==> src/lin_transceiver_control_params.svh <==
// Constants of the bus transceiver control block: offsets, bit positions,
// reset values and timing figures. Guarded, so any file of the block may include it.
`ifndef LIN_TRANSCEIVER_CONTROL_PARAMS_SVH
`define LIN_TRANSCEIVER_CONTROL_PARAMS_SVH
// Serial frame register addresses
`define ADDR_MODE_CTRL     4'h0
`define ADDR_VOLT_STAT     4'h1
`define ADDR_BUS_CTRL      4'h4
`define ADDR_BUS_STAT      4'h5
`define ADDR_IRQ_MASK      4'he
`define ADDR_IRQ_SOURCE    4'hf
// Bit positions of the bus status register
`define BSR_SHORT_BIT      3
`define BSR_STUCK_BIT      2
`define BSR_OT_BIT         1
`define BSR_OC_BIT         0
// Bit positions of control registers
`define BCR_DLS_BIT        3
`define BCR_RX_ONLY_BIT    2
`define MODE_PULLUP_BIT    2
`define MASK_BUS_BIT       1
`define SOURCE_WAKE_BIT    1
// Slew select encodings
`define SLEW_20K           2'h0
`define SLEW_10K4          2'h1
`define SLEW_FAST          2'h2
// Reset values
`define RST_SLEW           `SLEW_20K
`define RST_PULLUP         1'h1
`define RST_DLS            1'h0
`define RST_RECEIVE_ONLY_BIT         1'h0
`define RST_IRQ_MASK       1'h0
// Timing: clock rate, stuck-dominant time and wake filter time; then frame length in bits
`define CLK_KHZ            40000
`define STUCK_TIME_MS      1000
`define WAKE_FILTER_US     100
`define FRAME_BITS         4'h8
`endif

==> src/lin_transceiver_control_pkg.sv <==
// Types of the bus transceiver control block.
// Assumes the params header sits in the same folder.
`include "lin_transceiver_control_params.svh"
package lin_transceiver_control_pkg;
    // Operating modes
    typedef enum logic [1:0] {MODE_NORMAL, MODE_STOP, MODE_SLEEP} mode_t;
    // Whole state of the block
    typedef struct packed {
        mode_t       mode;
        logic        rx_only;
        logic        pu_en;
        logic [1:0]  slew;
        logic        dls;
        logic        irq_mask;
        logic [3:0]  flags;
        logic        stuck_shut;
        logic        ot_shut;
        logic        short_shut;
        logic [31:0] stuck_cnt;
        logic [31:0] wake_cnt;
        logic        wake_en;
        logic        wake_pend;
        logic        rx_q;
        logic        cs_q;
        logic        sclk_q;
        logic [3:0]  bit_cnt;
        logic [7:0]  rx_sh;
        logic [7:0]  tx_sh;
        logic        tx_drive;
        logic        rxd;
        logic        irq_n;
        logic        miso;
        logic        miso_oe;
        logic        pullup_on;
        logic        sleep_rst;
    } state_t;
endpackage

==> src/lin_transceiver_control.sv <==
// Control and diagnostics of a single-wire bus transceiver with an 8-bit
// serial register frame. Assumes all inputs are synchronous to i_clk and
// that analog fault detectors deliver clean levels.
`timescale 1ns/10ps
`include "lin_transceiver_control_params.svh"
module lin_transceiver_control
#(
    parameter int STUCK_CYCLES = `STUCK_TIME_MS * `CLK_KHZ,
    parameter int WAKE_CYCLES  = (`WAKE_FILTER_US * `CLK_KHZ + 999) / 1000
)
(
    // Clock and reset
    input  wire logic                            i_clk,
    input  wire logic                            i_rst_n,
    // Microcontroller transmit input and bus receiver level
    input  wire logic                            i_txd,
    input  wire logic                            i_bus_rx,
    // Analog fault detectors
    input  wire logic                            i_overcurrent,
    input  wire logic                            i_overtemp,
    input  wire logic                            i_rxd_short,
    // Summaries and status from neighbouring blocks
    input  wire logic [3:0]                      i_voltage_status,
    input  wire logic                            i_switch_summary,
    // Serial register port
    input  wire logic                            i_cs_n,
    input  wire logic                            i_sclk,
    input  wire logic                            i_mosi,
    output logic                                 o_miso,
    output logic                                 o_miso_oe,
    // Bus driver and receiver output
    output logic                                 o_tx_drive,
    output logic                                 o_rxd,
    output logic [1:0]                           o_slew_select,
    output logic                                 o_dominant_level_select,
    output logic                                 o_pullup_on,
    output logic                                 o_wake_thresh_sel,
    // System signals
    output logic                                 o_irq_n,
    output lin_transceiver_control_pkg::mode_t   o_mode,
    output logic                                 o_sleep_wake_reset
);
    import lin_transceiver_control_pkg::*;

    // Refuse cycle counts below one
    if (STUCK_CYCLES < 1 || WAKE_CYCLES < 1)
    begin : g_bad_counts
        $error("cycle counts must be at least one");
    end

    state_t r_reg;      // Registered state
    state_t r_next;     // Next state

    // Next-state logic
    always_comb
    begin
        logic       cs_fall;
        logic       cs_rise;
        logic       sclk_rise;
        logic       sclk_fall;
        logic       frame_ok;
        logic [3:0] addr;
        logic [3:0] data;
        logic [3:0] naddr;
        logic [3:0] stat;
        logic       rd_bus;
        logic       rd_isr;
        logic       set_stuck;
        logic       set_ot;
        logic       set_short;
        logic       set_oc;
        logic       rx_edge;
        logic       tx_en;
        logic       bus_sum;
        cs_fall   = r_reg.cs_q & ~i_cs_n;
        cs_rise   = ~r_reg.cs_q & i_cs_n;
        sclk_rise = ~i_cs_n & ~r_reg.sclk_q & i_sclk;
        sclk_fall = ~i_cs_n & r_reg.sclk_q & ~i_sclk;
        frame_ok  = cs_rise && (r_reg.bit_cnt == `FRAME_BITS);
        addr      = r_reg.rx_sh[7:4];
        data      = r_reg.rx_sh[3:0];
        naddr     = {r_reg.rx_sh[2:0], i_mosi};
        rd_bus    = frame_ok && (addr == `ADDR_BUS_CTRL || addr == `ADDR_BUS_STAT);
        rd_isr    = frame_ok && (addr == `ADDR_IRQ_MASK || addr == `ADDR_IRQ_SOURCE);
        rx_edge   = i_bus_rx ^ r_reg.rx_q;
        stat      = 4'h0;
        r_next    = r_reg;
        r_next.cs_q   = i_cs_n;
        r_next.sclk_q = i_sclk;
        r_next.rx_q   = i_bus_rx;

        // Stuck-dominant timer, restarted by every high transmit level
        if (i_txd)
        begin
            r_next.stuck_cnt = '0;
        end
        else if (r_reg.stuck_cnt < STUCK_CYCLES)
        begin
            r_next.stuck_cnt = r_reg.stuck_cnt + 32'h1;
        end
        set_stuck = ~i_txd && (r_reg.stuck_cnt == STUCK_CYCLES - 1);
        set_ot    = i_overtemp & ~r_reg.flags[`BSR_OT_BIT];
        set_short = i_rxd_short & ~r_reg.flags[`BSR_SHORT_BIT];
        set_oc    = i_overcurrent;

        // Status flags: a new event wins over a clearing read
        r_next.flags[`BSR_STUCK_BIT] = set_stuck
            | (r_reg.flags[`BSR_STUCK_BIT] & ~(rd_bus & i_txd));
        r_next.flags[`BSR_OT_BIT] = i_overtemp
            | (r_reg.flags[`BSR_OT_BIT] & ~rd_bus);
        r_next.flags[`BSR_SHORT_BIT] = i_rxd_short
            | (r_reg.flags[`BSR_SHORT_BIT] & ~rd_bus);
        r_next.flags[`BSR_OC_BIT] = set_oc
            | (r_reg.flags[`BSR_OC_BIT] & ~rd_bus);

        // Shutdown latches of the driver
        if (set_stuck)
        begin
            r_next.stuck_shut = 1'b1;
        end
        else if (i_txd)
        begin
            r_next.stuck_shut = 1'b0;
        end
        if (i_overtemp)
        begin
            r_next.ot_shut = 1'b1;
        end
        else if (i_txd || rd_bus)
        begin
            r_next.ot_shut = 1'b0;
        end
        if (i_rxd_short)
        begin
            r_next.short_shut = 1'b1;
        end
        else if (rx_edge && i_txd)
        begin
            r_next.short_shut = 1'b0;
        end

        // Serial frame: sample on falling, shift out on rising clock
        if (cs_fall)
        begin
            r_next.bit_cnt = '0;
            r_next.tx_sh   = {i_voltage_status != 4'h0, |r_reg.flags,
                              i_switch_summary, 5'h00};
        end
        else if (sclk_fall)
        begin
            r_next.rx_sh = {r_reg.rx_sh[6:0], i_mosi};
            if (r_reg.bit_cnt != 4'hf)
            begin
                r_next.bit_cnt = r_reg.bit_cnt + 4'h1;
            end
            if (r_reg.bit_cnt == 4'h3)
            begin
                // Address complete: place the addressed status nibble
                if (naddr == `ADDR_MODE_CTRL || naddr == `ADDR_VOLT_STAT)
                begin
                    stat = i_voltage_status;
                end
                else if (naddr == `ADDR_BUS_CTRL || naddr == `ADDR_BUS_STAT)
                begin
                    stat = r_reg.flags;
                end
                else if (naddr == `ADDR_IRQ_MASK || naddr == `ADDR_IRQ_SOURCE)
                begin
                    stat = 4'h0;
                    stat[`SOURCE_WAKE_BIT] = r_reg.wake_pend;
                end
                else
                begin
                    stat = 4'h0;
                end
                r_next.tx_sh = {r_reg.tx_sh[7], stat, 3'h0};
            end
        end
        else if (sclk_rise && r_reg.bit_cnt != 4'h0)
        begin
            r_next.tx_sh = {r_reg.tx_sh[6:0], 1'b0};
        end

        // Register writes take effect at deselect of a valid frame
        if (frame_ok && addr == `ADDR_MODE_CTRL)
        begin
            r_next.pu_en = data[`MODE_PULLUP_BIT];
            if (r_reg.mode == MODE_NORMAL)
            begin
                case (data[1:0])
                    2'h1:    r_next.mode = MODE_STOP;
                    2'h2:    r_next.mode = MODE_SLEEP;
                    default: r_next.mode = MODE_NORMAL;
                endcase
                r_next.wake_en  = ~r_reg.rx_only;
                r_next.wake_cnt = '0;
            end
        end
        if (frame_ok && addr == `ADDR_BUS_CTRL)
        begin
            r_next.dls     = data[`BCR_DLS_BIT];
            r_next.rx_only = data[`BCR_RX_ONLY_BIT];
            r_next.slew    = data[1:0];
        end
        if (frame_ok && addr == `ADDR_IRQ_MASK)
        begin
            r_next.irq_mask = data[`MASK_BUS_BIT];
        end
        // Driver-stopping bus errors force receive-only, winning over a write;
        // over-current leaves the driver running, so it does not
        if (set_stuck | set_ot | set_short)
        begin
            r_next.rx_only = 1'b1;
        end

        // Bus wake filter in the low-power modes
        r_next.sleep_rst = 1'b0;
        r_next.wake_pend = r_reg.wake_pend & ~rd_isr;
        if (r_reg.mode != MODE_NORMAL && r_reg.wake_en)
        begin
            if (!i_bus_rx)
            begin
                if (r_reg.wake_cnt < WAKE_CYCLES)
                begin
                    r_next.wake_cnt = r_reg.wake_cnt + 32'h1;
                end
            end
            else if (!r_reg.rx_q && r_reg.wake_cnt >= WAKE_CYCLES)
            begin
                r_next.mode      = MODE_NORMAL;
                r_next.wake_pend = 1'b1;
                r_next.sleep_rst = (r_reg.mode == MODE_SLEEP);
                r_next.wake_cnt  = '0;
            end
            else
            begin
                r_next.wake_cnt = '0;
            end
        end

        // Output flops
        tx_en = (r_reg.mode == MODE_NORMAL) && !r_reg.rx_only
            && !r_reg.stuck_shut && !r_reg.ot_shut && !r_reg.short_shut;
        bus_sum = |r_reg.flags;
        r_next.tx_drive = tx_en & ~i_txd;
        if (r_reg.mode == MODE_NORMAL || (r_reg.mode == MODE_STOP && !r_reg.wake_en))
        begin
            r_next.rxd = i_bus_rx;
        end
        else
        begin
            r_next.rxd = 1'b1;
        end
        r_next.irq_n = ~((bus_sum & r_reg.irq_mask) | r_reg.wake_pend);
        r_next.pullup_on = (r_reg.mode == MODE_NORMAL) | r_reg.pu_en;
        r_next.miso      = r_next.tx_sh[7];
        r_next.miso_oe   = ~i_cs_n;
    end

    // State register with synchronous reset
    always_ff @(posedge i_clk)
    begin
        if (!i_rst_n)
        begin
            r_reg          <= '0;
            r_reg.mode     <= MODE_NORMAL;
            r_reg.rx_only  <= `RST_RECEIVE_ONLY_BIT;
            r_reg.pu_en    <= `RST_PULLUP;
            r_reg.slew     <= `RST_SLEW;
            r_reg.dls      <= `RST_DLS;
            r_reg.irq_mask <= `RST_IRQ_MASK;
            r_reg.rx_q     <= 1'b1;
            r_reg.cs_q     <= 1'b1;
            r_reg.rxd      <= 1'b1;
            r_reg.irq_n    <= 1'b1;
            r_reg.pullup_on <= 1'b1;
        end
        else
        begin
            r_reg <= r_next;
        end
    end

    // Outputs straight from the state flops
    assign o_miso                  = r_reg.miso;
    assign o_miso_oe               = r_reg.miso_oe;
    assign o_tx_drive              = r_reg.tx_drive;
    assign o_rxd                   = r_reg.rxd;
    assign o_slew_select           = r_reg.slew;
    assign o_dominant_level_select = r_reg.dls;
    assign o_pullup_on             = r_reg.pullup_on;
    assign o_wake_thresh_sel       = r_reg.pu_en;
    assign o_irq_n                 = r_reg.irq_n;
    assign o_mode                  = r_reg.mode;
    assign o_sleep_wake_reset      = r_reg.sleep_rst;
endmodule

==> config.mk <==
export PLATFORM = sky130hd
export DESIGN_NAME = lin_transceiver_control
export DESIGN_NICKNAME = d
export VERILOG_FILES = /design/src/lin_transceiver_control_pkg.sv /design/src/lin_transceiver_control.sv
export VERILOG_INCLUDE_DIRS = /design/src
export SDC_FILE = /design/constraint.sdc
export NUM_CORES = 1
export LEC_CHECK = 0
export ABC_AREA = 1
export BUFFER_PORTS_ARGS = -buffer_cell sky130_fd_sc_hd__buf_2
export CORE_MARGIN = 4
export CORE_UTILIZATION = 60
export DETAILED_ROUTE_END_ITERATION = 8
export PLACE_DENSITY = 0.83
export SLEW_MARGIN = 10
export SYNTH_ARGS = -nofsm -noshare
export SYNTH_HDL_FRONTEND = slang
export SYNTH_SLANG_ARGS = --single-unit
==> constraint.sdc <==
create_clock -name i_clk -period 4.3 [get_ports i_clk]
set_input_delay 0.645 -clock i_clk [delete_from_list [all_inputs] [get_ports i_clk]]
set_output_delay 0.645 -clock i_clk [all_outputs]
set_load 0.01 [all_outputs]
==> run summary <==
Slew @ Worst Pin -> 1158 ps
Met2 WL -> 5831 um
Crit-path slowest cell -> inv_1
Final setup fails -> 0
Routed vias -> 5135
Leakage -> 0.002374 uW
Vias in the first global route -> 4959
Max reg flops -> 95
Hpwl dp -> 8703 um
CP cell instances -> buf_2 -> buf_4 -> inv_1 -> nor2_1 -> inv_1 -> nor2_1
CTS max path bufs -> 2
Final cell count without fillers -> 940
Max-slew violations -> 0
Worst Hold Class -> reg -> reg
Starting Density -> 61.26%
CP required -> 4520 ps
Arrival time worst endpoint -> 2670 ps
Die height -> 104.7 um
Die width -> 104.7 um
Highest ir drop seen on vdd -> 162.2 uV
Worst R2R End -> r_reg[40]
Post CTS Setup Buffer Count -> 0
All-Layer GR Usage -> 22.71%
Port Buffers -> 27
M1 wire length -> 5538 um
Die area -> 10950 sq um
Antenna violations before repair -> 0
RSZ-0062 raised after global routing -> false
Diode count -> 0
Largest stage delay on the critical path -> 880 ps
H-Tree Depth -> 3
CTS tree -> yes
I/O Pins -> 28
Gr ovfl total -> 0
Setup TNS -> 0 ps
Core area -> 9153 sq um
Hold path start -> r_reg[96]
Worst-path maximum fanout -> 33
Relative slew slack -> 22.69%
Setup crit start kind -> input port
Worst clock skew -> 18.06 ps
Design area -> 5936 sq um
Drt first-iter violations -> 384
Post-Synthesis Cell Area -> 5607 sq um
Gates resized, CTS repair -> 0
Inst Count DP -> 924
Mean Syn Cell Area -> 6.922 sq um
Area post-placement -> 5724 sq um
Largest net degree at the start of global routing -> 34
Fmax -> 407.9 MHz
Via density -> 5.463
R2R depth -> 9
Sequential-to-total area share from yosys stat -> 38.21%
Routed Antenna Nets -> 0
Tmin final -> 2451 ps
Syn_nets -> 830
Hold_ws -> 423.4 ps
R2R Setup Slk -> 2270 ps
Num Clock Sinks -> 107
Uppermost layer routed -> met4
Routed WL per cell -> 12.85 um
Cell taking the most area after synthesis -> dfxtp_1
Hold Crit Depth -> 1
Placer Congestion -> 0.9254
Nets -> 844
Status -> complete, no violations
Async SR Flop Fraction -> 0%
Root buffer cell -> clkbuf_8
Fin crit share -> 57.01%
Synthesis-to-layout area growth -> 5.869%
Rows -> 35
Final hold violations -> 0
Top_reg_cell synth -> dfxtp_1
Reg clk slew, reported paths -> 110 ps
Pwr dens -> 292.8 nW/um^2
Synth area leaders -> dfxtp_1 (38%), nand2_1 (14%), nor2_1 (7.4%)
WL final -> 12080 um
Post-synth top area share -> 38.21%
Routed wl met3 -> 515 um
CP Class -> in -> reg
First-pass GRT wire length -> 21100 um
Post-synth EDFFs -> 0
DRT Pass-1 Iters -> 5
Layout cells sized above 1 -> 14.11%
CTS Buf Count -> 9
Post-Syn Instances -> 810
Synth cell types -> 40
End of the worst hold path -> o_tx_drive
Crit end category -> flip-flop
Post-CTS Hold Fix Bufs -> 0
Remaining DRCs -> 0
Ys Warns -> 0
Max-Cap Viols -> 0
Clk_lat worst skew -> 380 ps
Synthesis-stage register bit count -> 107
Reg2Reg Launch Point -> r_reg[24]
## per-layer routing
layer | vias to the layer above | GRT usage, %
li1 | 2600 | -
met1 | 2379 | 28.38
met2 | 135 | 39.67
met3 | 21 | 3.212
met4 | 0 | 8.622
met5 | - | 0
## worst max-delay path, delay by kind of cell
kind	cells	cell delay [ps]
buf+inv	4	1690
simple gates	2	310
## metrics by stage
stage	util, %	setup slack (ps)	total power [uW]
after floorplan	-	2707	1085
after global placement	62.54	1564	1108
after detailed placement	62.54	1466	1111
after CTS	64.85	1838	1751
after global routing	64.85	1559	1806
final	64.85	1849	1738
## layout by cell type, fill, tap and decap left out, drive strengths merged, types with 12 or more instances in the layout
cell type  count
o21ai         55
nand4         14
dfxtp        107
buf           28
a21oi         62
inv          108
nand3         44
nor3          12
nor2         132
nand2        211
## cells in the mapped netlist, types with 2 or more instances
| cell type | instances |
|---|---|
| nand2_1 | 202 |
| nor2_1 | 110 |
| dfxtp_1 | 107 |
| inv_1 | 98 |
| a21oi_1 | 46 |
| o21ai_0 | 45 |
| nand3_1 | 37 |
| a21oi_2 | 16 |
| nand4_1 | 14 |
| nor2_4 | 12 |
| nor3_1 | 11 |
| xor2_1 | 9 |
| clkbuf_1 | 8 |
| nor2_2 | 8 |
| o211ai_1 | 8 |
| buf_4 | 7 |
| inv_2 | 7 |
| nand2_2 | 7 |
| nand3b_1 | 7 |
| o21ai_2 | 7 |
| nand3_2 | 6 |
| buf_2 | 5 |
| ha_1 | 5 |
| o21ai_1 | 3 |
| or2_2 | 3 |
| xnor2_1 | 3 |
| buf_6 | 2 |
| buf_8 | 2 |
| nand2_4 | 2 |
| nor2_8 | 2 |
| nor4_1 | 2 |
## logic make-up (layout without fill, tap and decap cells)
logic type,count (synthesis),in the layout,share of synthesized area (%)
AOI/OAI and AO/OA,128,128,13.41
DFF,107,107,38.21
xor gates and xnor gates,12,12,1.875
buffers and inverters,131,150,10.06
and+or+nand+nor,427,427,35.33
adders and majority gates,5,5,1.116
## worst max-delay path by stage
stage / start / endpoint / slack, ps / depth (start not counted)
after floorplan: i_cs_n / r_reg[13] / 2710 / 8
after global placement: i_rst_n / r_reg[98] / 1560 / 6
after detailed placement: i_rst_n / r_reg[98] / 1470 / 6
after CTS: i_rst_n / r_reg[98] / 1840 / 6
after global routing: i_rst_n / r_reg[77] / 1560 / 6
final: i_rst_n / r_reg[98] / 1850 / 6
## power by group
part	internal [uW]	leakage, uW	switching (uW)	total (uW)
Combinational	24.6	0.00140	53.6	78.2
Sequential	1000	0.000866	8.36	1010
Clock	280	0.000104	368	649
## layout make-up
class	count	area [sq um]
multi-input combinational	572	2900
clock inverter	7	87.58
fill	837	3217
inverter	106	400.4
sequential	107	2142
clock buffer	9	123.9
timing repair buffer	28	142.6
tap	111	138.9
Power figures use the tool's default switching activity.
